### src/design/brf_defines.svh
/*
 Constants for the banked register file: mode codes, status word fields,
 physical entry indices and reset values.
 Assumes inclusion by bare name from any design file.
*/
`ifndef BRF_DEFINES_SVH
`define BRF_DEFINES_SVH

`define BRF_MODE_USR      5'h10
`define BRF_MODE_FIQ      5'h11
`define BRF_MODE_IRQ      5'h12
`define BRF_MODE_SVC      5'h13
`define BRF_MODE_ABT      5'h17
`define BRF_MODE_UND      5'h1B
`define BRF_MODE_SYS      5'h1F

`define BRF_PSR_N         31
`define BRF_PSR_Z         30
`define BRF_PSR_C         29
`define BRF_PSR_V         28
`define BRF_PSR_FLAGS_HI  31
`define BRF_PSR_FLAGS_LO  28
`define BRF_PSR_CTRL_HI   7
`define BRF_PSR_CTRL_LO   0
`define BRF_PSR_I         7
`define BRF_PSR_F         6
`define BRF_PSR_MODE_HI   4
`define BRF_PSR_MODE_LO   0

`define BRF_NUM_GPR       30
`define BRF_NUM_SAVED     5
`define BRF_IDX_FIQ_LO    4'h8
`define BRF_IDX_STACK     4'hD
`define BRF_IDX_LINK      4'hE
`define BRF_IDX_PC        4'hF
`define BRF_PHY_FIQ_BASE  5'h0F
`define BRF_PHY_STACK_BASE 5'h14
`define BRF_PHY_LINK_BASE 5'h19
`define BRF_PC_READ_AHEAD 32'h0000_0008

`define BRF_STATUS_RESET  32'h0000_00D3
`define BRF_PC_RESET      30'h0000_0000
`define BRF_WORD_ZERO     32'h0000_0000
`define BRF_PRIV_RESET    1'b1
`define BRF_VALID_RESET   1'b1

`endif

### src/design/brf_pkg.sv
/*
 Types shared by the banked register file.
 Assumes brf_defines.svh is compiled alongside.
*/
package brf_pkg;

	typedef struct packed {
		logic        en;
		logic [3:0]  idx;
		logic [31:0] data;
	} brf_wr_t;

	typedef struct packed {
		logic        n;
		logic        z;
		logic        c;
		logic        v;
	} brf_flags_t;

	typedef struct packed {
		logic        valid;
		logic [4:0]  bank;
		logic        priv;
		logic        has_saved;
		logic [2:0]  saved_sel;
		logic [1:0]  sp_lr_sel;
	} brf_mode_info_t;

	typedef enum logic [2:0] {
		BRF_BANK_USR = 3'h0,
		BRF_BANK_SVC = 3'h1,
		BRF_BANK_ABT = 3'h2,
		BRF_BANK_UND = 3'h3,
		BRF_BANK_IRQ = 3'h4,
		BRF_BANK_FIQ = 3'h5
	} brf_bank_t;

endpackage

### src/design/brf_mode_decode.sv
/*
 Mode decoder: maps the 5-bit mode field to bank selection, privilege and
 saved-status ownership.
 Assumes a purely combinational use inside the register file.
*/
`timescale 1ns/1ps
`include "brf_defines.svh"

module brf_mode_decode
(
	input  wire logic [4:0]  mode_i,
	output brf_pkg::brf_bank_t bank_o,
	output logic             valid_o,
	output logic             priv_o,
	output logic             has_saved_o,
	output logic [2:0]       saved_sel_o
);

	always_comb
	begin
		bank_o      = brf_pkg::BRF_BANK_USR;
		valid_o     = 1'b1;
		priv_o      = 1'b1;
		has_saved_o = 1'b1;
		saved_sel_o = 3'h0;
		case (mode_i) // [RULE_14] [RULE_16]
			`BRF_MODE_USR:
			begin
				priv_o      = 1'b0; // [RULE_15]
				has_saved_o = 1'b0;
			end
			`BRF_MODE_SYS:
			begin
				has_saved_o = 1'b0; // [RULE_04] [RULE_05]
			end
			`BRF_MODE_SVC:
			begin
				bank_o      = brf_pkg::BRF_BANK_SVC;
				saved_sel_o = 3'h0;
			end
			`BRF_MODE_ABT:
			begin
				bank_o      = brf_pkg::BRF_BANK_ABT;
				saved_sel_o = 3'h1;
			end
			`BRF_MODE_UND:
			begin
				bank_o      = brf_pkg::BRF_BANK_UND;
				saved_sel_o = 3'h2;
			end
			`BRF_MODE_IRQ:
			begin
				bank_o      = brf_pkg::BRF_BANK_IRQ;
				saved_sel_o = 3'h3;
			end
			`BRF_MODE_FIQ:
			begin
				bank_o      = brf_pkg::BRF_BANK_FIQ;
				saved_sel_o = 3'h4;
			end
			default:
			begin
				valid_o     = 1'b0; // [RULE_19]
				priv_o      = 1'b0;
				has_saved_o = 1'b0;
			end
		endcase
	end

endmodule

### src/design/brf_regfile.sv
/*
 Mode-banked register file: 30 general entries, current and five saved status
 words, program counter. Two registered read ports, one write port, exception
 entry, condition flag update, subroutine link write and status transfers.
 Assumes the decode/execute logic on the same clock drives all requests as
 synchronous single-cycle strobes.
*/
`timescale 1ns/1ps
`include "brf_defines.svh"

// Functional notes
// [RULE_01] 37 entries: 30 general, 6 status, PC
// [RULE_02] expose indices 0-14, PC, status per mode
// [RULE_03] general entries hold full 32-bit words
// [RULE_04] stack slot banked per mode, system shares user
// [RULE_05] link slot banked, exception return address here
// [RULE_06] call branch writes return address to link
// [RULE_07] fast interrupt banks indices 8 to 12
// [RULE_08] counter slot reads with low bits zero
// [RULE_09] counter slot write drops low two bits
// [RULE_10] counter slot read gives PC plus 8
// [RULE_11] current status always; saved copied on exception
// [RULE_12] status holds flags, interrupt disables, mode
// [RULE_13] flags updated from results, exported for conditions
// [RULE_14] seven modes select visible banked entries
// [RULE_15] user unprivileged, others privileged
// [RULE_16] mode codes decode per fixed table
// [RULE_17] no saved status in user/system modes
// [RULE_18] control byte writable only when privileged
// [RULE_19] undefined mode code falls back to user bank
module brf_regfile
(
	input  wire logic                clk_i,
	input  wire logic                reset_n_i,
	input  wire logic [3:0]          rd_a_idx_i,
	input  wire logic [3:0]          rd_b_idx_i,
	input  wire brf_pkg::brf_wr_t    wr_i,
	input  wire logic                call_branch_i,
	input  wire logic [31:0]         call_return_i,
	input  wire logic                pc_load_i,
	input  wire logic [31:0]         pc_value_i,
	input  wire logic                flags_we_i,
	input  wire brf_pkg::brf_flags_t flags_i,
	input  wire logic                status_we_i,
	input  wire logic                status_saved_sel_i,
	input  wire logic [31:0]         status_data_i,
	input  wire logic                exc_i,
	input  wire logic [4:0]          exc_mode_i,
	input  wire logic                exc_fiq_dis_i,
	input  wire logic [31:0]         exc_return_i,
	input  wire logic [31:0]         exc_vector_i,
	output logic [31:0]              rd_a_data_o,
	output logic [31:0]              rd_b_data_o,
	output logic [31:0]              pc_o,
	output logic [31:0]              current_status_word_o,
	output logic [31:0]              saved_status_word_o,
	output brf_pkg::brf_flags_t      flags_o,
	output logic [4:0]               mode_o,
	output logic                     privileged_o,
	output logic                     mode_valid_o
);

	//------------------------------------------------------------
	// storage
	//------------------------------------------------------------
	logic [31:0] gpr_r     [`BRF_NUM_GPR];   // [RULE_01] [RULE_03]
	logic [31:0] gpr_nxt   [`BRF_NUM_GPR];
	logic [31:0] saved_r   [`BRF_NUM_SAVED];
	logic [31:0] saved_nxt [`BRF_NUM_SAVED];
	logic [31:0] cur_r;
	logic [31:0] cur_nxt;
	logic [29:0] pc_r;
	logic [29:0] pc_nxt;
	logic [31:0] rd_a_r;
	logic [31:0] rd_a_nxt;
	logic [31:0] rd_b_r;
	logic [31:0] rd_b_nxt;
	logic [31:0] saved_out_r;
	logic [31:0] saved_out_nxt;
	logic        priv_out_r;
	logic        priv_out_nxt;
	logic        valid_out_r;
	logic        valid_out_nxt;

	brf_pkg::brf_bank_t bank;
	logic               priv;
	logic               has_saved;
	logic [2:0]         saved_sel;
	logic               nxt_valid;
	logic               nxt_priv;
	logic               nxt_has_saved;
	logic [2:0]         nxt_saved_sel;

	//------------------------------------------------------------
	// mode decode
	//------------------------------------------------------------
	brf_mode_decode u_mode
	(
		.mode_i      (cur_r[`BRF_PSR_MODE_HI:`BRF_PSR_MODE_LO]),
		.bank_o      (bank),
		.valid_o     (),
		.priv_o      (priv),
		.has_saved_o (has_saved),
		.saved_sel_o (saved_sel)
	);

	// decode of the mode being loaded at this edge
	brf_mode_decode u_mode_nxt
	(
		.mode_i      (cur_nxt[`BRF_PSR_MODE_HI:`BRF_PSR_MODE_LO]),
		.bank_o      (),
		.valid_o     (nxt_valid),
		.priv_o      (nxt_priv),
		.has_saved_o (nxt_has_saved),
		.saved_sel_o (nxt_saved_sel)
	);

	//------------------------------------------------------------
	// index to physical entry
	//------------------------------------------------------------
	function automatic logic [4:0] phys_idx(input logic [3:0] idx, input brf_pkg::brf_bank_t bk);
		logic [4:0] p;
		p = {1'b0, idx};
		if ((bk == brf_pkg::BRF_BANK_FIQ) && (idx >= `BRF_IDX_FIQ_LO) && (idx < `BRF_IDX_STACK))
			p = `BRF_PHY_FIQ_BASE + 5'(idx - `BRF_IDX_FIQ_LO); // [RULE_07]
		else if ((idx == `BRF_IDX_STACK) && (bk != brf_pkg::BRF_BANK_USR))
			p = `BRF_PHY_STACK_BASE + 5'(bk) - 5'h1; // [RULE_04]
		else if ((idx == `BRF_IDX_LINK) && (bk != brf_pkg::BRF_BANK_USR))
			p = `BRF_PHY_LINK_BASE + 5'(bk) - 5'h1; // [RULE_05]
		return p;
	endfunction

	function automatic logic [31:0] read_port(input logic [3:0] idx, input brf_pkg::brf_bank_t bk,
	                                          input logic [31:0] gv [`BRF_NUM_GPR], input logic [29:0] pcv);
		logic [31:0] r;
		if (idx == `BRF_IDX_PC)
			r = {pcv, 2'b00} + `BRF_PC_READ_AHEAD; // [RULE_08] [RULE_10]
		else
			r = gv[phys_idx(idx, bk)]; // [RULE_02]
		return r;
	endfunction

	//------------------------------------------------------------
	// next state
	//------------------------------------------------------------
	always_comb
	begin
		brf_pkg::brf_bank_t exc_bank;
		exc_bank = brf_pkg::BRF_BANK_SVC;
		case (exc_mode_i)
			`BRF_MODE_ABT: exc_bank = brf_pkg::BRF_BANK_ABT;
			`BRF_MODE_UND: exc_bank = brf_pkg::BRF_BANK_UND;
			`BRF_MODE_IRQ: exc_bank = brf_pkg::BRF_BANK_IRQ;
			`BRF_MODE_FIQ: exc_bank = brf_pkg::BRF_BANK_FIQ;
			default:       exc_bank = brf_pkg::BRF_BANK_SVC;
		endcase
		gpr_nxt   = gpr_r;
		saved_nxt = saved_r;
		cur_nxt   = cur_r;
		pc_nxt    = pc_r + 30'h1;
		if (pc_load_i)
			pc_nxt = pc_value_i[31:2];
		if (exc_i)
		begin
			gpr_nxt[`BRF_PHY_LINK_BASE + 5'(exc_bank) - 5'h1] = exc_return_i; // [RULE_05]
			saved_nxt[3'(exc_bank) - 3'h1] = cur_r; // [RULE_11]
			cur_nxt[`BRF_PSR_MODE_HI:`BRF_PSR_MODE_LO] = exc_mode_i; // [RULE_15] [RULE_18]
			cur_nxt[`BRF_PSR_I] = 1'b1;
			if (exc_fiq_dis_i)
				cur_nxt[`BRF_PSR_F] = 1'b1;
			pc_nxt = exc_vector_i[31:2];
		end
		else
		begin
			if (wr_i.en)
			begin
				if (wr_i.idx == `BRF_IDX_PC)
					pc_nxt = wr_i.data[31:2]; // [RULE_09]
				else
					gpr_nxt[phys_idx(wr_i.idx, bank)] = wr_i.data; // [RULE_03]
			end
			if (call_branch_i)
				gpr_nxt[phys_idx(`BRF_IDX_LINK, bank)] = call_return_i; // [RULE_06]
			if (status_we_i && !status_saved_sel_i)
			begin
				cur_nxt[31:`BRF_PSR_CTRL_HI + 1] = status_data_i[31:`BRF_PSR_CTRL_HI + 1]; // [RULE_11]
				if (priv)
					cur_nxt[`BRF_PSR_CTRL_HI:`BRF_PSR_CTRL_LO] =
						status_data_i[`BRF_PSR_CTRL_HI:`BRF_PSR_CTRL_LO]; // [RULE_18]
			end
			if (status_we_i && status_saved_sel_i && has_saved)
				saved_nxt[saved_sel] = status_data_i; // [RULE_17]
			if (flags_we_i)
				cur_nxt[`BRF_PSR_FLAGS_HI:`BRF_PSR_FLAGS_LO] = flags_i; // [RULE_13]
		end
		rd_a_nxt      = read_port(rd_a_idx_i, bank, gpr_r, pc_r);
		rd_b_nxt      = read_port(rd_b_idx_i, bank, gpr_r, pc_r);
	end

	// flopped mode outputs follow the state being loaded
	always_comb
	begin
		saved_out_nxt = nxt_has_saved ? saved_nxt[nxt_saved_sel] : `BRF_WORD_ZERO; // [RULE_17]
		priv_out_nxt  = nxt_priv; // [RULE_15]
		valid_out_nxt = nxt_valid; // [RULE_19]
	end

	//------------------------------------------------------------
	// registers
	//------------------------------------------------------------
	always_ff @(posedge clk_i or negedge reset_n_i)
	begin
		if (!reset_n_i)
		begin
			for (int i = 0; i < `BRF_NUM_GPR; i++)
				gpr_r[i] <= `BRF_WORD_ZERO;
			for (int j = 0; j < `BRF_NUM_SAVED; j++)
				saved_r[j] <= `BRF_WORD_ZERO;
			cur_r       <= `BRF_STATUS_RESET; // [RULE_12]
			pc_r        <= `BRF_PC_RESET;
			rd_a_r      <= `BRF_WORD_ZERO;
			rd_b_r      <= `BRF_WORD_ZERO;
			saved_out_r <= `BRF_WORD_ZERO;
			priv_out_r  <= `BRF_PRIV_RESET;
			valid_out_r <= `BRF_VALID_RESET;
		end
		else
		begin
			gpr_r       <= gpr_nxt;
			saved_r     <= saved_nxt;
			cur_r       <= cur_nxt;
			pc_r        <= pc_nxt;
			rd_a_r      <= rd_a_nxt;
			rd_b_r      <= rd_b_nxt;
			saved_out_r <= saved_out_nxt;
			priv_out_r  <= priv_out_nxt;
			valid_out_r <= valid_out_nxt;
		end
	end

	//------------------------------------------------------------
	// outputs, all from flops
	//------------------------------------------------------------
	assign rd_a_data_o           = rd_a_r;
	assign rd_b_data_o           = rd_b_r;
	assign pc_o                  = {pc_r, 2'b00}; // [RULE_08]
	assign current_status_word_o = cur_r;
	assign saved_status_word_o   = saved_out_r;
	assign flags_o               = cur_r[`BRF_PSR_FLAGS_HI:`BRF_PSR_FLAGS_LO]; // [RULE_13]
	assign mode_o                = cur_r[`BRF_PSR_MODE_HI:`BRF_PSR_MODE_LO];
	assign privileged_o          = priv_out_r; // [RULE_15]
	assign mode_valid_o          = valid_out_r; // [RULE_19]

endmodule

### config.mk
export PLATFORM = sky130hd
export DESIGN_NAME = brf_regfile
export DESIGN_NICKNAME = d
export VERILOG_FILES = /design/src/design/brf_pkg.sv /design/src/design/brf_mode_decode.sv /design/src/design/brf_regfile.sv
export VERILOG_INCLUDE_DIRS = /design/src /design/src/design
export SDC_FILE = /design/constraint.sdc
export NUM_CORES = 2
export LEC_CHECK = 0
export BUFFER_PORTS_ARGS = -buffer_cell sky130_fd_sc_hd__buf_2
export CELL_PAD_IN_SITES_DETAIL_PLACEMENT = 1
export CELL_PAD_IN_SITES_GLOBAL_PLACEMENT = 2
export CORE_MARGIN = 8
export CORE_UTILIZATION = 40
export CTS_BUF_LIST = sky130_fd_sc_hd__clkbuf_4
export CTS_CLUSTER_DIAMETER = 200
export CTS_CLUSTER_SIZE = 25
export DETAILED_ROUTE_END_ITERATION = 16
export PLACE_DENSITY_LB_ADDON = 0.1
export SLEW_MARGIN = 10
export SYNTH_ARGS = -nofsm -noshare
export SYNTH_HDL_FRONTEND = slang
export SYNTH_SLANG_ARGS = --single-unit
### constraint.sdc
create_clock -name clk_i -period 7.2 [get_ports clk_i]
set_input_delay 1.44 -clock clk_i [delete_from_list [all_inputs] [get_ports clk_i]]
set_output_delay 1.44 -clock clk_i [all_outputs]
set_load 0.1 [all_outputs]
Word level (Yosys, flattened, before mapping)
Cells that the tools add are included.
- add/subtract/negate cells: 15
- $lt $le $gt $ge: 19
- equality and inequality tests: 28
- mux-type cells: 70
- bitwise operators: 9
- reductions and logical operators: 35
- operators by type and width (cell ; number):
    $mux W960 ; 5
    $bwmux W960 ; 3
    $demux W32 S5 ; 3
    $mux W32 ; 15
    $bmux W32 S5 ; 2
    $bwmux W160 ; 2
    $mux W160 ; 2
    $demux W32 S3 ; 2
    $mux W30 ; 4
    $bmux W32 S3 ; 1
    $mux W5 ; 18
    $eq A5 B5 Y1 const B ; 17
    $eq A4 B4 Y1 const B ; 9
    $pmux W3 S4 ; 3
    $add A32 B4 Y32 const B ; 1
    $add A30 B1 Y30 const B ; 1
    $ge A6 B6 Y1 const B ; 5
    $not A5 Y6 ; 5
    $ge A4 B4 Y1 const B ; 6
    $logic_and A1 B1 Y1 ; 20
    $lt A6 B1 Y1 const B ; 3
    $add A4 B5 Y5 const A ; 3
    $pmux W3 S5 ; 1
    $sub A4 B4 Y5 const B ; 3
    other kinds (22) ; 42
- bits in registers: 1280
- bits of input ports: 223
- output and inout bits: 171
- word-level logic and storage cells: 223

Depth between registers and ports, before layout
- depth after elaboration: 22
- gate-level depth with buffers: 20

Modules after synthesis
From an unflattened synthesis, not the netlist that was laid out.
- cells, all modules: 8270
- area total of the unflattened synthesis: 79841.6 µm²
- modules (own cells, without submodules) (module ; times used ; cells an instance ; area each (µm²) ; seq. area each (µm²)):
    brf_regfile ; 1 ; 8222 ; 79551.3 ; 32039.5
    brf_mode_decode ; 2 ; 24 ; 145.1 ; 0.0

Worst setup path before layout
OpenSTA, ideal clock, no wires.
- path kind: reg-to-reg
- start point: reg cur_r[2], in the netlist current_status_word_o[2]
- end point: reg rd_a_r[29], in the netlist rd_a_data_o[29]
- setup time: 0.141 ns
- arrival time: 4.642 ns
- required time: 7.059 ns
- path slack: 2.417 ns
- cell stages (with the launch flop): 18
- buffers on the path: 6
- period minus slack after synthesis: 4.783 ns
- cell sequence: dfrtp_1 -> buf_4 -> xnor2_2 -> or2_1 -> ha_1 -> ha_1 -> buf_2 -> and3b_1 -> a21oi_1 -> o31ai_1 -> and2_1 -> buf_4 -> buf_4 -> buf_4 -> buf_2 -> mux4_2 -> o211ai_1 -> o2111ai_1
- cells in the longest elaborated chain, start to end: 13
- RTL lines (element ; line ; RTL):
    start: declaration ; brf_regfile.sv:70 ; logic [31:0] cur_r;
    start signal: assignment ; brf_regfile.sv:219 ; cur_r <= `BRF_STATUS_RESET;
    start signal: assignment ; brf_regfile.sv:231 ; cur_r <= cur_nxt;
    $eq A5 B5 Y1 ; brf_mode_decode.sv:26 ; case (mode_i)
    $pmux W3 S5 (*) ; brf_mode_decode.sv:26 ;
    $add A4 B4 Y5 (no source line) or $reduce_bool A3 Y1 (tied branches) ; n/a ;
    $sub A5 B1 Y5 (no source line) or $logic_and A1 B1 Y1 (tied branches) ; n/a ;
    $mux W5 ; brf_regfile.sv:128 ; else if ((idx == `BRF_IDX_LINK) && (bk != brf_pkg::BRF_BANK_USR))
    $mux W5 ; brf_regfile.sv:126 ; else if ((idx == `BRF_IDX_STACK) && (bk != brf_pkg::BRF_BANK_USR))
    $mux W5 (*) ; brf_regfile.sv:124 ; if ((bk == brf_pkg::BRF_BANK_FIQ) && (idx >= `BRF_IDX_FIQ_LO) && (idx < `BRF_IDX_STACK))
    $mux W5 (*) ; brf_regfile.sv:136 ; if (idx == `BRF_IDX_PC)
    $not A5 Y6 (implied by the code) (*) ; brf_regfile.sv:139 ; r = gv[phys_idx(idx, bk)];
    $bmux W32 S5 (*) ; brf_regfile.sv:139 ;
    $mux W32 (implied by the code) (*) (2 in a row) ; brf_regfile.sv:139 ;
    $mux W32 (*) ; brf_regfile.sv:136 ;
    via rd_a_nxt[29] ; brf_regfile.sv:75 ; logic [31:0] rd_a_nxt;
    end signal: assignment ; brf_regfile.sv:221 ; rd_a_r <= `BRF_WORD_ZERO;
    end signal: assignment ; brf_regfile.sv:233 ; rd_a_r <= rd_a_nxt;
    end: declaration ; brf_regfile.sv:74 ; logic [31:0] rd_a_r;
Mark *: on every way through the listed nets, which the timed path passes. The rest lies on a longest branch. The select of a mux whose other input is x is not followed.
A chain may end at the register's enable or synchronous reset.

Worst setup path in the final report
- start point: reg cur_r[3], in the netlist current_status_word_o[3]
- end point: reg rd_a_r[15], in the netlist rd_a_data_o[15]
Same word-level chain as after synthesis.

==> flow_summary.toml <==
[grt]
track_usage = 0.344
grt_pass1_vias = 71900
grt_max_degree = 194
antenna_found_initial = 61
grt-ovfl-total = 0
grt_pass1_wl_mm = 538

[cts]
clkTransAtPathRegs_ns = 0.30
clkLatencyLatePin_ns = 1.39
cts_hold_buffers = 0
cts_tree = "done"
clock_sinks = 1280
htree_levels = 2
cts-buffers-inserted = 57
post-cts-setup-buffers = 0
cts_root_buf = "clkbuf_4"
cts-resized-gates = 0
cts.path.max_buffers = 3

[worst_setup_path]
timing.rr.start = "current_status_word_o[3]"
start_kind = "flop"
required_ns = 8.48
worstPathArrival_ns = 7.66
rr_worst_depth = 15
r2r-end = "rd_a_data_o[15]"
cp-end-kind = "flop"
crit_fanout = 41
crit_type = "flop to flop"
reg2reg_slack_ns = 0.83

[placed_design]
gp_congestion = 0.899
dp_hpwl_mm = 238
io_buffers = 387
pre_cts_slack_ns = 0.946

[drt]
drc = 0
wl_mm = 377
drt-pass1-iter-count = 5
wire_per_inst_um = 36.0
vias = 70300
drt_iter0_markers = 7076
drtAntennaViolNets = 0
avgViaCountPerCell = 6.72

[floorplanning]
ios = 394
die_width_um = 459
die_y_um = 459
row_count = 162
core_sq_mm = 0.195
initial_core_util = 0.403
die_area_sq_mm = 0.211

[job]
drv_cap = 0

[sta]
relSlewSlack = 0.145
finalSetupViolations = 0
worst_slew_pin_slew_ns = 1.28
finalCritPeriodShare = 0.885
hold_violations = 0
whs_ns = 0.0457
setup_ws_ns = 0.826
finalMaxSlewViolations = 0
finalSetupTns_ns = 0
rsz0062_at_grt = "false"
maxClockFrequency_mhz = 157
finalCriticalPeriod_ns = 6.37
skew_ns = 0.0822

[layout]
areaGrowthSynthToFinish_pct = 6.25
final_common_cell = "dfrtp_1"
layout_common_cells = "dfrtp_1 (1273), nand2_1 (1004), mux2i_1 (715), mux2_2 (653), a21oi_1 (463)"
nets = 8040
layout-drive-gt1-share = 0.211
fin_util = 0.428

[yosys]
synth.distinct_cells = 93
ys_ff_latch = 1280
synthesis.area_sq_mm = 0.0785
async_reset_ff_frac = 1.00
syn_inst = 7958
syn_avg_cell_area_sq_um = 9.87
synthFlopType = "dfrtp_1"
yosys_warnings = 0
yosysSeqAreaShare = 0.408
synth-edff-count = 0

[status]
outcome = "finished clean"

[worst_hold_path]
min_path_type = "input pin to asynchronous set/reset pin"

[power]
vdd_ir_drop_max_mv = 0.189
p_leak_nw = 36.0
finalPower_mw = 19.7
power.density_mw_per_mm2 = 236
how the worst max path moves through the flow:
stage / startpoint / to / cells after the start
CTS: current_status_word_o[1] / rd_a_data_o[15] / 14
global placement: rd_a_idx_i[0] / rd_a_data_o[15] / 12
finish: current_status_word_o[3] / rd_a_data_o[15] / 15
floorplan: current_status_word_o[2] / rd_a_data_o[29] / 17
detailed placement: rd_a_idx_i[0] / rd_a_data_o[15] / 12
global route: current_status_word_o[1] / rd_a_data_o[15] / 15
power by group:
part	leakage (nW)	switching [mW]	total (mW)	internal, mW
logic	20.0	4.35	6.89	2.54
clock network	0.334	2.49	2.95	0.464
registers	15.7	1.25	9.84	8.59
total	36.0	8.10	19.7	11.6
state kept, by name, summed over array words and instances (netlist names):
name	cells
gpr_r	960
saved_r	160
current_status_word_o	32
rd_a_data_o	32
rd_b_data_o	32
saved_status_word_o	32
pc_r	30
mode_valid_o	1
privileged_o	1
synthesized netlist by cell type (all sizes together) (10+ instances only):
cell,n,area (sq um)
o221ai,21,184
a311oi,17,149
inv,31,116
o22ai,217,1360
nor4bb,11,110
mux4,149,3360
buf,318,1780
nand4,19,119
mux2,683,7690
xnor2,23,228
and2,22,138
and3,167,1040
a31oi,227,1420
nand2b,48,300
ha,28,350
o2bb2ai,65,576
a2111oi,10,87.6
nor2,451,1690
o21ai,175,876
mux2i,715,7160
a2bb2oi,124,1090
a22oi,106,796
nor3,27,135
a221o,48,480
a32oi,53,464
clkbuf,541,2030
dfrtp,1273,31900
xor2,40,350
nand3,156,791
or3,41,257
a211oi,373,2810
nand2,1033,3880
or3b,12,105
or4,11,82.6
o211ai,13,108
a21oi,470,2360
a21o,17,128
nor2b,55,344
a211o,14,123
o2111ai,37,324
layer usage:
metal / wire (um) / GRT usage
met2: 165000 / 0.521
met4: 21100 / 0.167
met3: 31100 / 0.0690
met1: 160000 / 0.471
met5: 276 / 0
worst max-delay path: stages (launching register included):
cell and delay (ns):
dfrtp_1 1.01, nor2_1 0.14, nand2_1 0.29, nor2_1 0.13, inv_1 0.23, ha_1 0.63
and3b_1 0.28, nand2_1 0.07, o2111ai_1 0.31, nand3_4 0.46, buf_4 0.76, buf_4 0.71
mux4_2 0.62, or3b_2 0.21, o211ai_1 0.08, or3_1 0.34
logic make-up (layout without fill, tap and decap cells):
family	after synthesis	after routing	share of synthesized area
and+or+nand+nor	2097	2097	0.120
DFF	1280	1280	0.408
xor gates and xnor gates	63	63	0.00736
muxes	1547	1547	0.232
AOI/OAI and AO/OA	2051	2051	0.178
buffers and inverters	890	732	0.0500
adders and majority gates	29	29	0.00461
other	1	41	0.0000478
per-stage QoR:
stage	cells	cell area, sq um
6_report	10500	83400
5_1_grt	10400	83400
4_1_cts	10400	83300
3_5_place_dp	10400	82800
3_3_place_gp	10400	82800
2_1_floorplan	7959	78500
layout make-up:
cell class	instances	area [sq um]
fillers	21900	112000
multi-input cells	5789	43100
flip-flops and latches	1280	32000
repair buffers	630	4200
well taps	2624	3280
clock buffers	67	503
inverters	31	124
diodes	39	97.6
clock inverters	4	62.6
Note: power is estimated with default switching activity, not from simulation.
